## src/core/idp_pkg.sv

```systemverilog
// Package for the paired ISA transfer controller block.
// Assumes a single 10 MHz system clock and a plain register port.
package idp_pkg;
    // Register port offsets
    localparam logic [7:0] IDX_PORT     = 8'h22;
    localparam logic [7:0] DATA_PORT    = 8'h23;
    // Configuration index layout: [5:3] channel, [2:0] register select
    localparam int         IDX_CH_LSB   = 3;
    localparam int         IDX_SEL_LSB  = 0;
    localparam logic [2:0] SEL_ADDR_LO  = 3'h0;
    localparam logic [2:0] SEL_ADDR_HI  = 3'h1;
    localparam logic [2:0] SEL_CNT_LO   = 3'h2;
    localparam logic [2:0] SEL_CNT_HI   = 3'h3;
    localparam logic [2:0] SEL_MODE     = 3'h4;
    localparam logic [2:0] SEL_MASK     = 3'h5;
    localparam logic [2:0] SEL_STATUS   = 3'h6;
    localparam logic [2:0] SEL_TIMING   = 3'h7;
    // Mode register field positions
    localparam int         MODE_XFER_LSB = 0;
    localparam int         MODE_AUTO_BIT = 2;
    localparam int         MODE_OP_LSB   = 3;
    localparam logic [7:0] MODE_RESET    = 8'h00;
    localparam logic [1:0] TIMING_RESET  = 2'h0;
    localparam logic [7:0] RD_UNMAPPED   = 8'h00;
    // Channel counts
    localparam int         NUM_CH       = 8;
    localparam int         CASCADE_CH   = 4;
    // ISA cycle lengths in nanoseconds and in system clocks, per timing type
    localparam int         CYC_NS_A     = 800;
    localparam int         CYC_NS_B     = 600;
    localparam int         CYC_NS_F     = 300;
    localparam int         CLK_NS       = 100;
    localparam logic [3:0] CYC_A = 4'((CYC_NS_A + CLK_NS - 1) / CLK_NS);
    localparam logic [3:0] CYC_B = 4'((CYC_NS_B + CLK_NS - 1) / CLK_NS);
    localparam logic [3:0] CYC_F = 4'((CYC_NS_F + CLK_NS - 1) / CLK_NS);

    typedef enum logic [1:0] {
        XM_SINGLE  = 2'h0,
        XM_BLOCK   = 2'h1,
        XM_DEMAND  = 2'h2,
        XM_CASCADE = 2'h3
    } idp_xmode_t;

    typedef enum logic [1:0] {
        OP_VERIFY = 2'h0,
        OP_WRITE  = 2'h1,
        OP_READ   = 2'h2
    } idp_op_t;

    typedef enum logic [2:0] {
        ST_IDLE    = 3'b001,
        ST_PROGRAM = 3'b010,
        ST_ACTIVE  = 3'b100
    } idp_state_t;

    // Register port request
    typedef struct packed {
        logic [7:0] addr;
        logic [7:0] wdata;
        logic       wr;
        logic       rd;
    } idp_bus_t;

    // ISA command strobes
    typedef struct packed {
        logic ior_n;
        logic iow_n;
        logic memr_n;
        logic memw_n;
    } idp_cmd_t;
endpackage

```

## src/core/idp_dma.sv

```systemverilog
// Paired four-channel transfer controllers giving seven ISA channels.
// Assumes synchronous inputs, a PCI arbiter answering bus_req with
// bus_gnt, and a register port with read data one cycle later.
`timescale 1ns/100ps
// Functional notes
// - Two controllers: four 8-bit, three 16-bit channels
// - Channel 4 cascades the 8-bit controller
// - Always exactly one of idle, program, active
// - Idle until request; program on register access
// - Idle only samples requests, refresh and register decodes
// - Register access wins over simultaneous request
// - Active first requests PCI bus ownership
// - Acknowledge highest priority only after grant
// - Drive ISA strobes and honour ready
// - Port 22H index enters programming state
// - Per-channel single, block, demand, cascade mode
// - Single mode releases PCI after each transfer
// - Count down; reload or mask at end
// - Block mode keeps bus until count zero or end
// - Demand runs while request held, count nonzero
// - Cascade passes hold request and grant
// - Read, write, verify in single, block and demand mode
// - Autoinit restores on count zero or end
// - Autoinit channel is not masked at end
// - Timing types A, B and F
// - No new PCI request from idle during ISA refresh
module idp_dma (
    input  wire logic                clk_sys,
    input  wire logic                rst_n,
    input  wire idp_pkg::idp_bus_t   bus,
    output logic [7:0]               rdata,
    input  wire logic [7:0]          dreq,
    input  wire logic                end_of_process,
    input  wire logic                refresh_busy,
    input  wire logic                bus_gnt,
    input  wire logic                isa_ready,
    output logic                     bus_req,
    output logic [7:0]               dack,
    output logic [15:0]              mem_addr,
    output logic                     xfer16,
    output idp_pkg::idp_cmd_t        cmd,
    output logic                     tc,
    output logic [2:0]               ctrl_state
);
    import idp_pkg::*;

    // Per-channel programming
    logic [15:0] base_addr [NUM_CH];
    logic [15:0] base_cnt  [NUM_CH];
    logic [15:0] cur_addr  [NUM_CH];
    logic [15:0] word_count_register [NUM_CH];
    logic [7:0]  mode      [NUM_CH];
    logic [7:0]  mask;
    logic [7:0]  done_flag;
    logic [1:0]  timing;
    logic [7:0]  index;
    logic [2:0]  prio;

    idp_state_t  state;
    idp_state_t  next_state;
    logic [2:0]  ch;
    logic [2:0]  next_ch;
    logic        next_bus_req;
    logic [7:0]  next_dack;
    logic        start;
    logic        next_start;
    logic        xdone;
    logic [7:0]  next_rdata;
    logic        next_tc;
    idp_cmd_t    tmr_cmd;

    // Pending requests: unmasked channels except the cascade link of lower unit
    logic [7:0]  pend;
    logic        pick_ok;
    logic [2:0]  pick;
    logic        cfg_hit;
    logic [2:0]  sel;
    logic [2:0] ich;

    assign sel     = index[IDX_SEL_LSB +: 3];
    assign ich     = index[IDX_CH_LSB +: 3];
    // Either port of the configuration pair is a register access
    assign cfg_hit = (bus.wr || bus.rd) &&
                     (bus.addr == IDX_PORT || bus.addr == DATA_PORT);

    // Channel 4 never serves a peripheral; it carries units 0-3
    // Four 8-bit plus three 16-bit channels remain
    always_comb begin
        pend = dreq & ~mask;
        pend[CASCADE_CH] = 1'b0;
    end

    // Rotating priority starting after the last served channel
    function automatic logic [3:0] arb(input logic [7:0] p,
                                       input logic [2:0] start_ch);
        logic [2:0] c;
        arb = 4'h0;
        for (int i = 0; i < NUM_CH; i++) begin
            c = 3'(start_ch + 3'(i));
            if (p[c] && !arb[3]) begin
                arb = {1'b1, c};
            end
        end
    endfunction

    always_comb begin
        {pick_ok, pick} = arb(pend, prio);
    end

    // Controller state, channel choice, PCI request and acknowledge
    always_comb begin
        next_state   = state;
        next_ch      = ch;
        next_bus_req = bus_req;
        next_dack    = dack;
        next_start   = 1'b0;
        case (state)
            ST_IDLE: begin
                // Register access first, then requests
                if (cfg_hit) begin
                    next_state = ST_PROGRAM;
                end else if (pick_ok && !refresh_busy) begin
                    next_state   = ST_ACTIVE;
                    next_ch      = pick;
                    next_bus_req = 1'b1;
                end
            end
            ST_PROGRAM: begin
                // Stay while the host keeps using the port pair
                if (!cfg_hit) begin
                    next_state = ST_IDLE;
                end
            end
            ST_ACTIVE: begin
                if (!bus_req && dack == 8'h00) begin
                    // Re-arbitrate the PCI bus after a single transfer
                    next_bus_req = 1'b1;
                end else if (bus_req && bus_gnt && dack == 8'h00) begin
                    // Grant won: acknowledge the chosen channel
                    next_dack[ch] = 1'b1;
                    if (mode[ch][MODE_XFER_LSB +: 2] != XM_CASCADE) begin
                        next_start = 1'b1;
                    end
                end else if (dack != 8'h00) begin
                    if (mode[ch][MODE_XFER_LSB +: 2] == XM_CASCADE) begin
                        // Hold grant follows hold request
                        if (!dreq[ch]) begin
                            next_dack    = 8'h00;
                            next_bus_req = 1'b0;
                            next_state   = ST_IDLE;
                        end
                    end else if (xdone) begin
                        if (tc_now()) begin
                            next_dack    = 8'h00;
                            next_bus_req = 1'b0;
                            next_state   = ST_IDLE;
                        end else begin
                            case (idp_xmode_t'(mode[ch][MODE_XFER_LSB +: 2]))
                                XM_SINGLE: begin
                                    // Give up the bus between transfers
                                    next_dack    = 8'h00;
                                    next_bus_req = 1'b0;
                                    next_state   = dreq[ch] ?
                                                   ST_ACTIVE : ST_IDLE;
                                end
                                XM_BLOCK: begin
                                    next_start = 1'b1;
                                end
                                XM_DEMAND: begin
                                    // Continue only while request holds
                                    if (dreq[ch]) begin
                                        next_start = 1'b1;
                                    end else begin
                                        next_dack    = 8'h00;
                                        next_bus_req = 1'b0;
                                        next_state   = ST_IDLE;
                                    end
                                end
                                default: begin
                                    next_start = 1'b0;
                                end
                            endcase
                        end
                    end
                end
            end
            default: begin
                next_state   = ST_IDLE;
                next_bus_req = 1'b0;
                next_dack    = 8'h00;
            end
        endcase
    end

    // Terminal count: count at zero or peripheral end signal
    function automatic logic tc_now();
        tc_now = (word_count_register[ch] == 16'h0000) || end_of_process;
    endfunction

    // Controller state, channel choice, request and acknowledge registers
    always_ff @(posedge clk_sys or negedge rst_n) begin
        if (!rst_n) begin
            state   <= ST_IDLE;
            ch      <= 3'h0;
            bus_req <= 1'b0;
            dack    <= 8'h00;
            start   <= 1'b0;
        end else begin
            state   <= next_state;
            ch      <= next_ch;
            bus_req <= next_bus_req;
            dack    <= next_dack;
            start   <= next_start;
        end
    end

    // Register reads, one cycle after the strobe
    always_comb begin
        next_rdata = RD_UNMAPPED;
        next_tc    = xdone && tc_now();
        if (bus.rd && bus.addr == IDX_PORT) begin
            next_rdata = index;
        end else if (bus.rd && bus.addr == DATA_PORT) begin
            case (sel)
                SEL_ADDR_LO: next_rdata = cur_addr[ich][7:0];
                SEL_ADDR_HI: next_rdata = cur_addr[ich][15:8];
                SEL_CNT_LO:  next_rdata = word_count_register[ich][7:0];
                SEL_CNT_HI:  next_rdata = word_count_register[ich][15:8];
                SEL_MODE:    next_rdata = mode[ich];
                SEL_MASK:    next_rdata = mask;
                SEL_STATUS:  next_rdata = done_flag;
                SEL_TIMING:  next_rdata = {6'h00, timing};
                default:     next_rdata = RD_UNMAPPED;
            endcase
        end
    end

    // Programming writes, count and address stepping, reload and mask
    always_ff @(posedge clk_sys or negedge rst_n) begin
        if (!rst_n) begin
            for (int i = 0; i < NUM_CH; i++) begin
                base_addr[i] <= 16'h0000;
                base_cnt[i]  <= 16'h0000;
                cur_addr[i]  <= 16'h0000;
                word_count_register[i] <= 16'h0000;
                mode[i]      <= MODE_RESET;
            end
            mask      <= 8'hff;
            done_flag <= 8'h00;
            timing    <= TIMING_RESET;
            index     <= 8'h00;
            prio      <= 3'h0;
            rdata     <= 8'h00;
            tc        <= 1'b0;
        end else begin
            rdata <= next_rdata;
            tc    <= next_tc;
            // Transfer end: step, or reload or mask at terminal count
            if (xdone) begin
                prio <= 3'(ch + 3'h1);
                if (next_tc) begin
                    done_flag[ch] <= 1'b1;
                    if (mode[ch][MODE_AUTO_BIT]) begin
                        cur_addr[ch] <= base_addr[ch];
                        word_count_register[ch] <= base_cnt[ch];
                    end else begin
                        mask[ch] <= 1'b1;
                    end
                end else begin
                    cur_addr[ch] <= cur_addr[ch] + 16'h0001;
                    word_count_register[ch] <=
                        word_count_register[ch] - 16'h0001;
                end
            end
            if (bus.wr && bus.addr == IDX_PORT) begin
                index <= bus.wdata;
            end
            // Register writes land after a transfer step in this cycle
            if (bus.wr && bus.addr == DATA_PORT) begin
                case (sel)
                    SEL_ADDR_LO: begin
                        base_addr[ich][7:0] <= bus.wdata;
                        cur_addr[ich][7:0]  <= bus.wdata;
                    end
                    SEL_ADDR_HI: begin
                        base_addr[ich][15:8] <= bus.wdata;
                        cur_addr[ich][15:8]  <= bus.wdata;
                    end
                    SEL_CNT_LO: begin
                        base_cnt[ich][7:0] <= bus.wdata;
                        word_count_register[ich][7:0] <= bus.wdata;
                    end
                    SEL_CNT_HI: begin
                        base_cnt[ich][15:8] <= bus.wdata;
                        word_count_register[ich][15:8] <= bus.wdata;
                    end
                    SEL_MODE:   mode[ich] <= bus.wdata;
                    SEL_MASK:   mask <= bus.wdata;
                    SEL_STATUS: done_flag <= done_flag & ~bus.wdata;
                    SEL_TIMING: timing <= bus.wdata[1:0];
                    default:    mask <= mask;
                endcase
            end
            // A block end in the clear cycle keeps its flag set
            if (xdone && next_tc) begin
                done_flag[ch] <= 1'b1;
            end
        end
    end

    // ISA cycle engine for the acknowledged channel
    idp_isa_timer u_timer (
        .clk_sys   (clk_sys),
        .rst_n     (rst_n),
        .start     (start),
        .timing    (timing),
        .op        (idp_op_t'(mode[ch][MODE_OP_LSB +: 2])),
        .isa_ready (isa_ready),
        .cmd       (tmr_cmd),
        .done      (xdone)
    );

    // Registered copies for address, width and state outputs
    always_ff @(posedge clk_sys or negedge rst_n) begin
        if (!rst_n) begin
            mem_addr   <= 16'h0000;
            xfer16     <= 1'b0;
            cmd        <= '1;
            ctrl_state <= ST_IDLE; // Idle from reset on
        end else begin
            mem_addr   <= cur_addr[ch];
            xfer16     <= ch[2]; // 16-bit on the upper unit
            cmd        <= tmr_cmd;
            ctrl_state <= state;
        end
    end
endmodule

```

## src/core/idp_isa_timer.sv

```systemverilog
// ISA transfer cycle timer: runs one transfer cycle and its strobes.
// Assumes start is a pulse while idle; ready stretches the cycle.
`timescale 1ns/100ps
module idp_isa_timer (
    input  wire logic                clk_sys,
    input  wire logic                rst_n,
    input  wire logic                start,
    input  wire logic [1:0]          timing,
    input  wire idp_pkg::idp_op_t    op,
    input  wire logic                isa_ready,
    output idp_pkg::idp_cmd_t        cmd,
    output logic                     done
);
    import idp_pkg::*;

    logic [3:0] cnt;
    logic [3:0] next_cnt;
    logic       busy;
    logic       next_busy;
    idp_cmd_t   next_cmd;
    logic       next_done;

    // Cycle length per timing type
    function automatic logic [3:0] cyc_len(input logic [1:0] t);
        case (t)
            2'h1:    cyc_len = CYC_B;
            2'h2:    cyc_len = CYC_F;
            default: cyc_len = CYC_A;
        endcase
    endfunction

    // Count down the cycle; hold at one while ready is low
    always_comb begin
        next_cnt  = cnt;
        next_busy = busy;
        next_done = 1'b0;
        next_cmd  = '1;
        if (!busy && start) begin
            next_busy = 1'b1;
            next_cnt  = cyc_len(timing);
        end else if (busy) begin
            if (cnt > 4'h1) begin
                next_cnt = cnt - 4'h1;
            end else if (isa_ready) begin
                next_busy = 1'b0;
                next_done = 1'b1;
            end
        end
        if (next_busy) begin
            // Read moves memory to I/O, write moves I/O to memory
            case (op)
                OP_READ: begin
                    next_cmd.memr_n = 1'b0;
                    next_cmd.iow_n  = 1'b0;
                end
                OP_WRITE: begin
                    next_cmd.ior_n  = 1'b0;
                    next_cmd.memw_n = 1'b0;
                end
                default: begin
                    next_cmd = '1;
                end
            endcase
        end
    end

    // Register the timer state
    always_ff @(posedge clk_sys or negedge rst_n) begin
        if (!rst_n) begin
            cnt  <= 4'h0;
            busy <= 1'b0;
            done <= 1'b0;
            cmd  <= '1;
        end else begin
            cnt  <= next_cnt;
            busy <= next_busy;
            done <= next_done;
            cmd  <= next_cmd;
        end
    end
endmodule

```

## config.mk

```make
export PLATFORM = sky130hd
export DESIGN_NAME = idp_dma
export DESIGN_NICKNAME = d
export VERILOG_FILES = /design/src/core/idp_pkg.sv /design/src/core/idp_dma.sv /design/src/core/idp_isa_timer.sv
export SDC_FILE = /design/constraint.sdc
export NUM_CORES = 2
export LEC_CHECK = 0
export BUFFER_PORTS_ARGS = -buffer_cell sky130_fd_sc_hd__buf_4
export CORE_UTILIZATION = 50
export DETAILED_ROUTE_END_ITERATION = 7
export PLACE_DENSITY_LB_ADDON = 0.05
export SLEW_MARGIN = 30
export SYNTH_ARGS = -nofsm -noshare
export SYNTH_HDL_FRONTEND = slang
export SYNTH_SLANG_ARGS = --single-unit
```

## constraint.sdc

```tcl
create_clock -name clk_sys -period 5.12 [get_ports clk_sys]
set_clock_uncertainty 0.2 [all_clocks]
set_input_delay 1.28 -clock clk_sys [delete_from_list [all_inputs] [get_ports clk_sys]]
set_output_delay 1.28 -clock clk_sys [all_outputs]
set_load 0.05 [all_outputs]
```

==> out/metrics.yaml <==
sta:
  fin_crit_sh_pct: 99.7
  slew_violations: 0
  setup_tns_ns: 0
  fin_crit_ns: 5.11
  rsz0062_at_grt: "false"
  holdWs_ns: 0.155
  fmax_ghz: 0.196
  hold_viol_final: 0
  tightestPinTransition_ns: 1.14
  slew_headroom_pct: 23.9
  finalSetupViolCount: 0
clock_network:
  cts_hold_buf: 0
  clk_path_buf_depth: 3
  clock_latency_ns: 0.67
  clock_sinks: 660
  cts.reportedPaths.clkPinSlew_ns: 0.06
  cts_setup_buffers: 0
  cts_tree: "built"
  cts-htree-levels: 3
  cts_resized: 0
  cts_buffers: 78
  root_buffer: "clkbuf_16"
critical_path:
  reg2regPathDepth: 8
  startpoint_type: "register"
  cp.required_ns: 5.44
  critPathKind: "register to register"
  r2r_end: "cur_addr[75]"
  endpoint_kind: "register"
  cp_max_fo: 21
  rr_startpoint: "ch[0]"
  r2r_slack_ns: 0.01
  worstPathArrival_ns: 5.43
synthesis:
  synth-main-ff-cell: "dfrtp_1"
  post_synth.cell_area_avg_sq_um: 8.88
  ys_async_sr_fraction_pct: 100
  synth_cells: 4196
  synth_top_area_share_pct: 43.4
  synth_top_area_cell: "dfrtp_1"
  syn-num-nets: 4242
  seq_area_frac_synth_pct: 44.4
  ys_top_cells_by_area: "dfrtp_1 43%, nand2_1 9.5%, a22oi_1 4.2%, a21oi_1 3.2%, mux2_2 3.1%"
  synth_seq_cells: 660
  yosysUniqueCellTypes: 110
  syn_area_sq_um: 37300
  synth_warnings: 0
  synth-edff-count: 0
die:
  core_sq_um: 73300
  ios: 74
  rows: 99
  die_w_um: 275
  fp.dieArea_sq_um: 75600
  die_y_um: 275
  start_util_pct: 50.8
global_route:
  antenna_found_initial: 17
  grt_pass1_vias: 36800
  track_usage_pct: 50.7
  grt_pass1_wl_um: 273000
  gr-total-overflow: 0
  grt_max_degree: 116
power_and_ir_drop:
  p_leak_nw: 19.2
  powerDensity_nw_per_um2: 505
  power_mw: 21.6
  peakVddDrop_uv: 386
hold_path:
  worstHoldPathCells: 0
  hold_start: "u_timer.cmd[3]"
  hold_class: "register to register"
  min_to: "cmd[3]"
detailed_routing:
  drtAntennaViolNets: 0
  routed_wirelength_um: 193000
  vias: 39400
  drt_iter0_drc: 6634
  drc_errors: 14
  first_pass_iters: 8
  wl_per_cell_um: 36.5
  avgViaCountPerCell: 7.44
placed_design:
  portBuffers: 73
  dp_hpwl_um: 127000
  gp_congestion: 1.08
run:
  cap_viol_max_count: 0
finish:
  drive_above_1_share_pct: 16.8
  mostFrequentLayoutCells: "945 x nand2_1, 642 x dfrtp_1, 325 x buf_4, 236 x a21oi_1, 225 x o21ai_0"
  fill_cells: 6556
  final_core_utilization_pct: 58.3
  nets: 4319
  syn2layout_area_growth_pct: 14.6
  layout_commonest_cell: "nand2_1"
status:
  outcome: "finished with violations"
  violations: "DRC"
[stage by stage]
stage / setup WS [ns] / area [sq um] / cells
6_report: 0.0141 / 42700 / 5297
5_1_grt: 0.0204 / 42700 / 5294
4_1_cts: 0.490 / 42700 / 5292
3_5_place_dp: 0.321 / 40000 / 5152
3_3_place_gp: 0.341 / 40000 / 5152
2_1_floorplan: 0.858 / 37300 / 4196
[cells in the mapped netlist (all sizes together), types with 80 or more instances]
master and n:
a21oi 243, a221oi 80, a22oi 209, a31oi 89, buf 84, clkbuf 265, dfrtp 646, mux2 108
nand2 947, nor2 231, o21ai 266, o31ai 103
[cell families (layout without fill, tap and decap cells)]
| logic type | after synthesis | after routing | synth area share, % |
|---|---|---|---|
| adder cells (fa/ha/maj) | 14 | 14 | 0.470 |
| AND/OR/NAND/NOR | 1552 | 1552 | 18.2 |
| other | 0 | 5 | 0 |
| flip-flops | 660 | 660 | 44.4 |
| multiplexers | 187 | 187 | 6.46 |
| buffers and inverters | 391 | 528 | 4.42 |
| AO/OA/AOI/OAI | 1368 | 1368 | 25.5 |
| XOR/XNOR | 24 | 24 | 0.564 |
[flip-flops by register name, summed over array words and instances, names as in the netlist, 3 cells and up]
register	flops
ch	3
rdata	8
u_timer.cnt	4
mem_addr	16
state	3
prio	3
cur_addr	128
dack	8
base_cnt	128
done_flag	8
mode	64
index	8
word_count_register	128
mask	8
base_addr	128
ctrl_state	3
[worst max-delay path: stages, from the launching register on]
cell and delay, ns:
dfrtp_2 0.58, nor2_2 0.91, a22oi_1 0.22, o22ai_1 0.58, nand3b_2 0.36, or4_4 0.42
nand3_2 0.89, o221ai_1 0.62, o21ai_0 0.15
[how the worst max path moves through the flow]
stage,slack (ns),from,endpoint,cells past startpoint
6_report,0.01,ch[0],cur_addr[75],8
5_1_grt,0.02,ch[0],cur_addr[75],8
4_1_cts,0.49,ch[2],cur_addr[55],11
3_5_place_dp,0.32,bus[14],word_count_register[1],11
3_3_place_gp,0.34,bus[14],word_count_register[1],11
2_1_floorplan,0.86,ch[2],word_count_register[5],17
[layout make-up]
type | count | area, sq um | area share [%]
multi-input cells | 3145 | 19200 | 45.0
flip-flops and latches | 660 | 16500 | 38.7
repair buffers | 346 | 2860 | 6.68
clock buffers | 112 | 2300 | 5.38
well taps | 959 | 1200 | 2.81
clock inverters | 28 | 413 | 0.967
inverters | 42 | 158 | 0.369
diodes | 5 | 12.5 | 0.0293
[power breakdown]
group          leakage, nW  internal (mW)  switching (mW)
clock network         1.32           3.46            2.48
logic                 9.01           2.75            5.89
registers             8.84           5.98            1.01
total                 19.2           12.2            9.38
[per-layer routing]
metal	part of all wire [%]	GRT usage (%)	wire [um]	vias to the layer above
met2	39	69.5	76200	3709
met5	0.053	0.188	102	-
li1	-	-	-	15600
met3	16	22.1	31100	1033
met4	8.1	31.8	15600	10
met1	36	65.0	70500	19000
(Power assumes the default switching activity.)
